--- src/pmr_consts.svh ---
`ifndef PMR_CONSTS_SVH
`define PMR_CONSTS_SVH

// Register indices on the management bus.
`define PMR_OFS_SMCFG      5'h09
`define PMR_OFS_IACTL      5'h0d
`define PMR_OFS_IADATA     5'h0e
`define PMR_OFS_INTTEST    5'h11

// Serial MAC configuration fields.
`define PMR_SM_SRST_BIT    15
`define PMR_SM_TXED_BIT    14
`define PMR_SM_ANEN_BIT    13
`define PMR_SM_EN_BIT      12
`define PMR_SM_TDRA_BIT    8
`define PMR_SM_RST_VAL     16'h2000

// Indirect control fields.
`define PMR_IA_CMD_HI      15
`define PMR_IA_CMD_LO      14
`define PMR_IA_DEV_HI      4
`define PMR_IA_DEV_LO      0
`define PMR_IA_RST_VAL     16'h0000
`define PMR_IA_WMASK       16'hc01f
`define PMR_DEV_VENDOR     5'h1f
`define PMR_DEV_MMD1       5'h01
`define PMR_VENDOR_TOP     16'h04d1

// Interrupt test fields.
`define PMR_IT_POL_BIT     3
`define PMR_IT_TEST_BIT    2
`define PMR_IT_RST_VAL     16'h010b

`endif

--- src/pmr_pkg.sv ---
package pmr_pkg;

  typedef enum logic [1:0]
  {
    PMR_CMD_ADDR   = 2'h0,
    PMR_CMD_DATA   = 2'h1,
    PMR_CMD_INC_RW = 2'h2,
    PMR_CMD_INC_W  = 2'h3
  } pmr_cmd_t;

endpackage : pmr_pkg

--- src/pmr_mmd_if.sv ---
`timescale 1ns/1ps

interface pmr_mmd_if;
  logic        wrEn;
  logic        rdEn;
  logic        isVendor;
  logic [15:0] addr;
  logic [15:0] wrData;
  logic [15:0] rdData;

  modport ctrl
  (
    output wrEn,
    output rdEn,
    output isVendor,
    output addr,
    output wrData,
    input  rdData
  );

  modport space
  (
    input  wrEn,
    input  rdEn,
    input  isVendor,
    input  addr,
    input  wrData,
    output rdData
  );
endinterface : pmr_mmd_if

--- src/pmr_mmd_space.sv ---
`timescale 1ns/1ps
`include "pmr_consts.svh"

// Small stand-in storage for the two indirect spaces, indexed by low address bits.
module pmr_mmd_space
  import pmr_pkg::*;
#(
  parameter int AW = 4
)
(
  // Clock and reset.
  input wire logic core_clk,
  input wire logic rst,
  // Indirect access port.
  pmr_mmd_if.space mmd
);

  logic [15:0] vendMem [2**AW];
  logic [15:0] mmd1Mem [2**AW];
  logic [AW-1:0] idx;
  logic          inRange;

  assign idx     = mmd.addr[AW-1:0];
  // Vendor space ends at its top address; above it the space is empty.
  assign inRange = !mmd.isVendor || (mmd.addr <= `PMR_VENDOR_TOP);

  always_ff @(posedge core_clk)
  begin
    if (mmd.wrEn && inRange && mmd.isVendor)
      vendMem[idx] <= mmd.wrData;
    if (mmd.wrEn && !mmd.isVendor)
      mmd1Mem[idx] <= mmd.wrData;
  end

  always_comb
  begin
    if (!inRange)
      mmd.rdData = 16'h0000;
    else if (mmd.isVendor)
      mmd.rdData = vendMem[idx];
    else
      mmd.rdData = mmd1Mem[idx];
  end

endmodule : pmr_mmd_space

--- src/pmr_regs.sv ---
`timescale 1ns/1ps
`include "pmr_consts.svh"

module pmr_regs
  import pmr_pkg::*;
#(
  parameter int MMD_AW = 4
)
(
  // Clock and reset.
  input  wire logic        core_clk,
  input  wire logic        rst,
  // Strap sampled after reset release.
  input  wire logic        strapSmEnable,
  // Register port from the management frame decoder.
  input  wire logic [4:0]  regAddr,
  input  wire logic        regWr,
  input  wire logic        regRd,
  input  wire logic [15:0] regWrData,
  output logic      [15:0] regRdData,
  // Serial MAC interface controls.
  output logic             smSoftResetPulse,
  output logic             smTxErrEnable,
  output logic             smAutoNegEnable,
  output logic             smEnable,
  // Cable diagnostics.
  input  wire logic        linkUp,
  output logic             tdrStart,
  // Interrupt pin.
  input  wire logic        intEvent,
  output logic             intPin
);

  logic [15:0] smCfg_r, smCfg_nxt;
  logic [15:0] iaCtl_r, iaCtl_nxt;
  logic [15:0] mmdAddrV_r, mmdAddrV_nxt;
  logic [15:0] mmdAddr1_r, mmdAddr1_nxt;
  logic [15:0] itReg_r, itReg_nxt;
  logic        strapDone_r, strapDone_nxt;
  logic        linkUp_r, linkUp_nxt;
  logic        srstPulse_r, srstPulse_nxt;
  logic        tdrStart_r, tdrStart_nxt;
  logic [15:0] rdData_r, rdData_nxt;
  logic        intPin_r, intPin_nxt;

  pmr_mmd_if mmd ();

  pmr_cmd_t    cmd;
  logic [4:0]  devCode;
  logic        devVendor;
  logic        devMmd1;
  logic        devValid;
  logic [15:0] curAddr;
  logic        iaWr;
  logic        iaRd;
  logic        dataMode;
  logic        incNow;
  logic        intActive;

  assign cmd       = pmr_cmd_t'(iaCtl_r[`PMR_IA_CMD_HI:`PMR_IA_CMD_LO]);
  assign devCode   = iaCtl_r[`PMR_IA_DEV_HI:`PMR_IA_DEV_LO];
  assign devVendor = (devCode == `PMR_DEV_VENDOR);
  assign devMmd1   = (devCode == `PMR_DEV_MMD1);
  assign devValid  = devVendor || devMmd1;
  assign curAddr   = devVendor ? mmdAddrV_r : mmdAddr1_r;
  assign iaWr      = regWr && (regAddr == `PMR_OFS_IADATA) && devValid;
  assign iaRd      = regRd && (regAddr == `PMR_OFS_IADATA) && devValid;
  assign dataMode  = (cmd != PMR_CMD_ADDR);

  // Post-increment decision per command code.
  always_comb
  begin
    unique case (cmd)
      PMR_CMD_ADDR:   incNow = 1'b0;
      PMR_CMD_DATA:   incNow = 1'b0;
      PMR_CMD_INC_RW: incNow = iaWr || iaRd;
      PMR_CMD_INC_W:  incNow = iaWr;
    endcase
  end

  assign mmd.wrEn     = iaWr && dataMode;
  assign mmd.rdEn     = iaRd && dataMode;
  assign mmd.isVendor = devVendor;
  assign mmd.addr     = curAddr;
  assign mmd.wrData   = regWrData;

  pmr_mmd_space #(
    .AW (MMD_AW)
  ) u_space (
    .core_clk (core_clk),
    .rst      (rst),
    .mmd      (mmd)
  );

  // Register writes and the address pointers.
  always_comb
  begin
    smCfg_nxt     = smCfg_r;
    iaCtl_nxt     = iaCtl_r;
    mmdAddrV_nxt  = mmdAddrV_r;
    mmdAddr1_nxt  = mmdAddr1_r;
    itReg_nxt     = itReg_r;
    strapDone_nxt = 1'b1;
    srstPulse_nxt = 1'b0;
    // The strap is caught on the first clock after release, not under reset.
    if (!strapDone_r)
      smCfg_nxt[`PMR_SM_EN_BIT] = strapSmEnable;
    // Soft reset self-clears one cycle after the write, making a one-cycle pulse.
    if (smCfg_r[`PMR_SM_SRST_BIT])
    begin
      smCfg_nxt[`PMR_SM_SRST_BIT] = 1'b0;
      srstPulse_nxt               = 1'b1;
    end
    if (regWr)
    begin
      unique case (regAddr)
        `PMR_OFS_SMCFG:   smCfg_nxt = regWrData;
        `PMR_OFS_IACTL:   iaCtl_nxt = regWrData & `PMR_IA_WMASK;
        `PMR_OFS_INTTEST: itReg_nxt = regWrData;
        default:          ;
      endcase
    end
    // Address mode loads the selected pointer.
    if (iaWr && !dataMode)
    begin
      if (devVendor)
        mmdAddrV_nxt = regWrData;
      else
        mmdAddr1_nxt = regWrData;
    end
    if (incNow)
    begin
      if (devVendor)
        mmdAddrV_nxt = mmdAddrV_r + 16'h0001;
      else
        mmdAddr1_nxt = mmdAddr1_r + 16'h0001;
    end
  end

  // Read mux, registered one cycle after the read strobe.
  always_comb
  begin
    rdData_nxt = rdData_r;
    if (regRd)
    begin
      unique case (regAddr)
        `PMR_OFS_SMCFG:   rdData_nxt = smCfg_r;
        `PMR_OFS_IACTL:   rdData_nxt = iaCtl_r;
        `PMR_OFS_IADATA:
        begin
          if (!devValid)
            rdData_nxt = 16'h0000;
          else if (dataMode)
            rdData_nxt = mmd.rdData;
          else
            rdData_nxt = curAddr;
        end
        `PMR_OFS_INTTEST: rdData_nxt = itReg_r;
        default:          rdData_nxt = 16'h0000;
      endcase
    end
  end

  // Link loss detection and the interrupt pin.
  always_comb
  begin
    linkUp_nxt   = linkUp;
    tdrStart_nxt = smCfg_r[`PMR_SM_TDRA_BIT] && linkUp_r && !linkUp;
    intActive    = intEvent || itReg_r[`PMR_IT_TEST_BIT];
    intPin_nxt   = itReg_r[`PMR_IT_POL_BIT] ? !intActive : intActive;
  end

  always_ff @(posedge core_clk or posedge rst)
  begin
    if (rst)
    begin
      smCfg_r     <= `PMR_SM_RST_VAL;
      iaCtl_r     <= `PMR_IA_RST_VAL;
      mmdAddrV_r  <= 16'h0000;
      mmdAddr1_r  <= 16'h0000;
      itReg_r     <= `PMR_IT_RST_VAL;
      strapDone_r <= 1'b0;
      linkUp_r    <= 1'b0;
      srstPulse_r <= 1'b0;
      tdrStart_r  <= 1'b0;
      rdData_r    <= 16'h0000;
      intPin_r    <= 1'b1;
    end
    else
    begin
      smCfg_r     <= smCfg_nxt;
      iaCtl_r     <= iaCtl_nxt;
      mmdAddrV_r  <= mmdAddrV_nxt;
      mmdAddr1_r  <= mmdAddr1_nxt;
      itReg_r     <= itReg_nxt;
      strapDone_r <= strapDone_nxt;
      linkUp_r    <= linkUp_nxt;
      srstPulse_r <= srstPulse_nxt;
      tdrStart_r  <= tdrStart_nxt;
      rdData_r    <= rdData_nxt;
      intPin_r    <= intPin_nxt;
    end
  end

  assign regRdData        = rdData_r;
  assign smSoftResetPulse = srstPulse_r;
  assign smTxErrEnable    = !smCfg_r[`PMR_SM_TXED_BIT];
  assign smAutoNegEnable  = smCfg_r[`PMR_SM_ANEN_BIT];
  assign smEnable         = smCfg_r[`PMR_SM_EN_BIT];
  assign tdrStart         = tdrStart_r;
  assign intPin           = intPin_r;

endmodule : pmr_regs

--- config.mk ---
export PLATFORM = sky130hd
export DESIGN_NAME = pmr_regs
export DESIGN_NICKNAME = d
export VERILOG_FILES = /design/src/pmr_pkg.sv /design/src/pmr_mmd_if.sv /design/src/pmr_mmd_space.sv /design/src/pmr_regs.sv
export VERILOG_INCLUDE_DIRS = /design/src
export SDC_FILE = /design/constraint.sdc
export NUM_CORES = 1
export LEC_CHECK = 0
export BUFFER_PORTS_ARGS = -buffer_cell sky130_fd_sc_hd__buf_2
export CAP_MARGIN = 0
export CORE_MARGIN = 2
export CORE_UTILIZATION = 67
export CTS_CLUSTER_DIAMETER = 200
export DETAILED_ROUTE_END_ITERATION = 6
export PLACE_DENSITY = 0.86
export SYNTH_ARGS = -nofsm -noshare
export SYNTH_HDL_FRONTEND = slang
export SYNTH_SLANG_ARGS = --single-unit
--- constraint.sdc ---
create_clock -name core_clk -period 6.2 [get_ports core_clk]
set_input_delay 0.31 -clock core_clk [delete_from_list [all_inputs] [get_ports core_clk]]
set_output_delay 0.31 -clock core_clk [all_outputs]
set_load 0.02 [all_outputs]
# == Word-level counts from Yosys, hierarchy flattened ==
# Memory sizes are Yosys's and may differ from the RTL's.
# Cells that the tools add are included.
# classes
n_addsub,2
order_cmp,1
n_eq_ne,9
mux,24
reduce_logical,26
# op_table
op,n
16-bit 2-to-1 mux,15
16-bit one-hot mux with 4 select lines,1
"16-bit by 1-bit adder with 16-bit output, second input constant",2
"16-bit by 11-bit less-or-equal comparator with 1-bit output, second input constant",1
"5-bit by 4-bit == test with 1-bit output, second input constant",3
1-bit logical AND,11
"5-bit == test, second input constant",2
1-bit 2-to-1 mux,7
2-bit AND reduction,3
"5-bit by 1-bit == test with 1-bit output, second input constant",1
1-bit zero test,5
"2-bit == test, second input constant",2
1-bit logical OR,4
1-bit one-hot mux with 3 select lines,1
"2-bit by 1-bit == test with 1-bit output, second input constant",1
2-bit zero test,1
2-bit nonzero test,1
2-bit OR reduction,1
# word_totals
regBits,92
mem_bits_rw,512
out_inout_bits,22
word_cells,76
memories,2
# memory_table
name,depth,width,read_ports,rd_ports_with_merged_regs,write_ports,line_no,rtl
u_space.mmd1Mem,16,16,1,0,1,pmr_mmd_space.sv:19,logic [15:0] mmd1Mem [2**AW];
u_space.vendMem,16,16,1,0,1,pmr_mmd_space.sv:18,logic [15:0] vendMem [2**AW];

# == Logic depth before layout (Yosys ltp) ==
# depth
word_depth,8
mapped_depth,13

# == Cells and area by module ==
# Synthesis repeated with hierarchy kept, for this count alone.
# hier_totals
hier_cells,1564
area_unflattened_um2,25303.0
# by_module_without_submodules
module,n_inst,cells_per_inst,area_each_um2,seq_area_each_um2
pmr_mmd_space,1,1100,20239.4,15374.7
pmr_regs,1,464,5063.6,2309.7

# == Least setup slack after synthesis ==
# No wires, ideal clock.
# synth_path
kind,register -> register
startpoint,reg mmdAddrV_r[0]
endpoint,mem u_space.vendMem[10][0] (enable)
setup_ns,0.430
arrival_time_ns,3.802
required_ns,5.770
path_slack_ns,1.967
stages_incl_launch_ff,11
path_buffers,2
synth_period_minus_slack_ns,4.233
cell_sequence,dfrtp_1 -> buf_6 -> or4_4 -> a21oi_1 -> o21ai_0 -> o311ai_4 -> a21oi_2 -> or2_1 -> or3_1 -> buf_2 -> nor4_1
# synth_via
elab_chain_len,7
# synth_rtl
item,line_no,rtl
start: declaration,pmr_regs.sv:36,"logic [15:0] mmdAddrV_r, mmdAddrV_nxt;"
start signal: assignment,pmr_regs.sv:193,mmdAddrV_r <= mmdAddrV_nxt;
16-bit 2-to-1 mux *,pmr_regs.sv:65,assign curAddr = devVendor ? mmdAddrV_r : mmdAddr1_r;
16-bit by 11-bit less-or-equal comparator with 1-bit output (no line),--,
1-bit logical OR,pmr_mmd_space.sv:25,assign inRange = !mmd.isVendor || (mmd.addr <= `PMR_VENDOR_TOP);
1-bit logical AND (2 in a row),pmr_mmd_space.sv:29,if (mmd.wrEn && inRange && mmd.isVendor)
1-bit 2-to-1 mux,pmr_mmd_space.sv:29,
1-bit 2-to-1 mux (implied by the code),pmr_mmd_space.sv:30,vendMem[idx] <= mmd.wrData;
end: declaration,pmr_mmd_space.sv:18,
# Every way passes the cells marked *; elsewhere a longest branch is shown, timed or not.

# == Final worst setup path ==
# layout_path
startpoint,reg iaCtl_r[3]
endpoint,"reg rdData_r[11], in the netlist regRdData[11]"
# layout_via
elab_chain_len,8
# layout_rtl
item,line_no,rtl
start: declaration,pmr_regs.sv:35,"logic [15:0] iaCtl_r, iaCtl_nxt;"
start signal: assignment,pmr_regs.sv:178,iaCtl_r <= `PMR_IA_RST_VAL;
start signal: assignment,pmr_regs.sv:192,iaCtl_r <= iaCtl_nxt;
5-bit == test (no line),--,
16-bit 2-to-1 mux,pmr_regs.sv:65,
16-bit by 11-bit less-or-equal comparator with 1-bit output (no line) (tied with other cells),--,
1-bit logical OR or 16-bit 2-to-1 mux (tied branches),"pmr_mmd_space.sv:25, pmr_mmd_space.sv:39",
16-bit 2-to-1 mux,pmr_mmd_space.sv:37,if (!inRange)
16-bit 2-to-1 mux,pmr_regs.sv:153,else if (dataMode)
16-bit 2-to-1 mux *,pmr_regs.sv:151,if (!devValid)
16-bit one-hot mux with 4 select lines *,pmr_regs.sv:146,unique case (regAddr)
end signal: assignment,pmr_regs.sv:200,rdData_r <= rdData_nxt;
end: declaration,pmr_regs.sv:43,"logic [15:0] rdData_r, rdData_nxt;"
# Marks and branches as above.
# A chain may end at the register's enable or synchronous reset.

==> impl_metrics.toml <==
[status]
status = "finished clean"

[synth]
syn-cell-area_um2 = 25400
ys.flop_type = "edfxtp_1"
synth.most_common_cell = "edfxtp_1"
ys_types = 79
yosys_warnings = 0
yosys-top-cells-count = "512 x edfxtp_1, 253 x nand2_1, 94 x nor2_1, 86 x dfrtp_1, 78 x nand3_1"
async_flop_share_pct = 15.2
ys_seq_elements = 604
synth_edf_count = 512
yosysSeqAreaShare_pct = 69.5
synth_top_area_share_pct = 60.4
avgSynthCellArea_um2 = 14.2
synthCells = 1795
syn-num-nets = 1825
synth_area_leaders = "edfxtp_1 60%, dfrtp_1 8.5%, mux4_2 3.8%"
yosysTopAreaCell = "edfxtp_1"

[sta]
slew_violations = 0
worst_clock_skew_ps = 41.5
slew_headroom_pct = 11.4
finalHoldViolCount = 0
rsz0062_at_grt = "false"
tightest_slew_ps = 1320
post-route-min-period_ps = 4830
fin_tns_setup_ps = 0
setup_violations = 0
period_share_pct = 77.9
timing.fmax_mhz = 207

[global_route]
grt_overflow = 0
grt_first_pass_wirelength_um = 112000
first_global_vias = 17000
track_usage_pct = 39.8
antenna_found_initial = 6
grt_max_degree = 93

[critical_path]
cp_max_fo = 52
reg2reg_depth = 9
cp-startpoint = "iaCtl_r[3]$_DFFE_PP0P_"
critPathCaptureType = "flop"
startpoint_type = "flop"
arrival_ps = 5370
endpoint = "regRdData[11]$_DFFE_PP0P_"
rr_startpoint = "iaCtl_r[3]$_DFFE_PP0P_"
ff2ff_setup_slack_ps = 1370
path_class = "flop to flop"
cp_data_required_time_ps = 6740
r2r-end = "regRdData[11]$_DFFE_PP0P_"

[clocking]
cts_inserted_buffers = 58
clock_path_buffers = 3
root_buffer = "clkbuf_16"
ctsHtreeMaxLevel = 2
cts_resized = 0
clkTransAtPathRegs_ps = 70
cts_tree = "yes"
clk_latency_ps = 640
clkSinkCount = 604

[finish]
stdcell_count = 2419
seq_area_um2 = 17700
drive_above_1_share_pct = 18.5
fillers = 2161
multi_input_area_um2 = 7250
syn_to_final_growth_pct = 11.4
post-route-util_pct = 75.6
fin_nets = 1889
fin_area_um2 = 28300

[place]
gp_congestion = 1.03
io_buffer_count = 49
hpwl_um = 46400
placed_area_um2 = 26300
dp_cells = 2308

[die]
num_rows = 71
die_x_um = 199
die_h_um = 199
core_um2 = 37500
start_util_pct = 67.9
io_pins = 50
dieArea_um2 = 39500

[pwr]
powerDensity_nw_per_um2 = 364
power_leakage_nw = 9.67
ir_drop_uv = 279
power_mw = 10.3

[route]
drcViolationCount = 0
via_count = 17700
first_pass_iters = 7
drt_iter0_markers = 2907
wirelength_um = 76400
wl_per_cell_um = 31.6
ant_nets = 0
viasPerCell = 7.34

[run]
drv_cap = 0

[min_path]
hold_class = "input port to flop"
cell families after synthesis:
| logic type | share of synthesized area, % |
|---|---|
| adder cells (fa/ha/maj) | 0.0983 |
| buffers and inverters | 2.26 |
| other | 0.0147 |
| multiplexers | 7.85 |
| XOR/XNOR | 0.0344 |
| AND/OR/NAND/NOR | 10.7 |
| AO/OA/AOI/OAI | 9.49 |
| flip-flops | 69.5 |
registers in the layout (all words and copies together), names as in the netlist:
register / count
mmdAddr1_r: 16
u_space.mmd1Mem: 256
mmdAddrV_r: 16
strapDone_r: 1
iaCtl_r: 7
regRdData: 16
u_space.vendMem: 256
intPin: 1
tdrStart: 1
linkUp_r: 1
itReg_r: 16
smSoftResetPulse: 1
smCfg_r: 16
critical path: stages, from the launching register on:
cell and delay (ps):
dfrtp_1 460, and4_1 760, nand2_2 480, nand2_4 630, buf_4 670, a2111oi_0 270
nor4_1 630, o31ai_1 270, a211o_1 400, a21oi_1 150
cell usage in the layout, fill, tap and decap left out, types with 55 or more instances in the layout:
cell type / synthesis / final
nand3_1: 78 / 78
nand2_1: 253 / 252
nor2_1: 94 / 91
o21ai_0: 56 / 55
edfxtp_1: 512 / 512
mux2_2: 55 / 55
clkbuf_16: 0 / 59
dfrtp_1: 86 / 86
buf_4: 7 / 62
a21oi_1: 64 / 64
layer usage:
layer | wire (µm) | part of all wire [%] | GRT usage, % | up-vias
met5 | 153 | 0.20 | 2.43 | -
met4 | 5330 | 7.0 | 23.7 | 8
met3 | 11400 | 15 | 13.1 | 356
met2 | 34200 | 45 | 59.2 | 1655
met1 | 25300 | 33 | 51.5 | 8594
li1 | - | - | - | 7132
worst min path at each step:
stage	start	end	slack [ps]	cells past startpoint
2_1_floorplan	linkUp	linkUp_r$_DFF_PP0_	340	0
3_3_place_gp	smCfg_r[15]$_DFF_PP0_	smSoftResetPulse$_DFF_PP0_	360	0
3_5_place_dp	smCfg_r[15]$_DFF_PP0_	smSoftResetPulse$_DFF_PP0_	370	0
4_1_cts	strapSmEnable	smCfg_r[12]$_DFF_PP0_	30	3
5_1_grt	regWr	smCfg_r[15]$_DFF_PP0_	60	2
6_report	strapSmEnable	smCfg_r[12]$_DFF_PP0_	40	3
timing repair:
| action | CTS | global route |
|---|---|---|
| hold endpoints to repair | 3 | 0 |
| buffers inserted | 0 | 0 |
| hold buffers | 2 | 0 |
layout make-up:
type	instances	area share [%]
sequential	604	62.4
multi-input combinational	1070	25.6
clock buffer	62	5.25
timing repair buffer	113	2.58
tap	511	2.26
clock inverter	46	1.76
inverter	12	0.163
antenna	1	0.00883
report_power, final:
group	internal [mW]	switching [mW]
Sequential	4.50	0.145
Clock	2.15	1.54
Combinational	0.617	1.36
stage by stage:
stage                     hold slack (ps)  setup slack, ps
final                                43.7             1370
after global placement                358             1710
after global routing                 60.5             1310
after floorplan                       341             1970
after CTS                            29.0             1580
after detailed placement              366             1640
No activity file was read; power rests on OpenSTA's default activity.
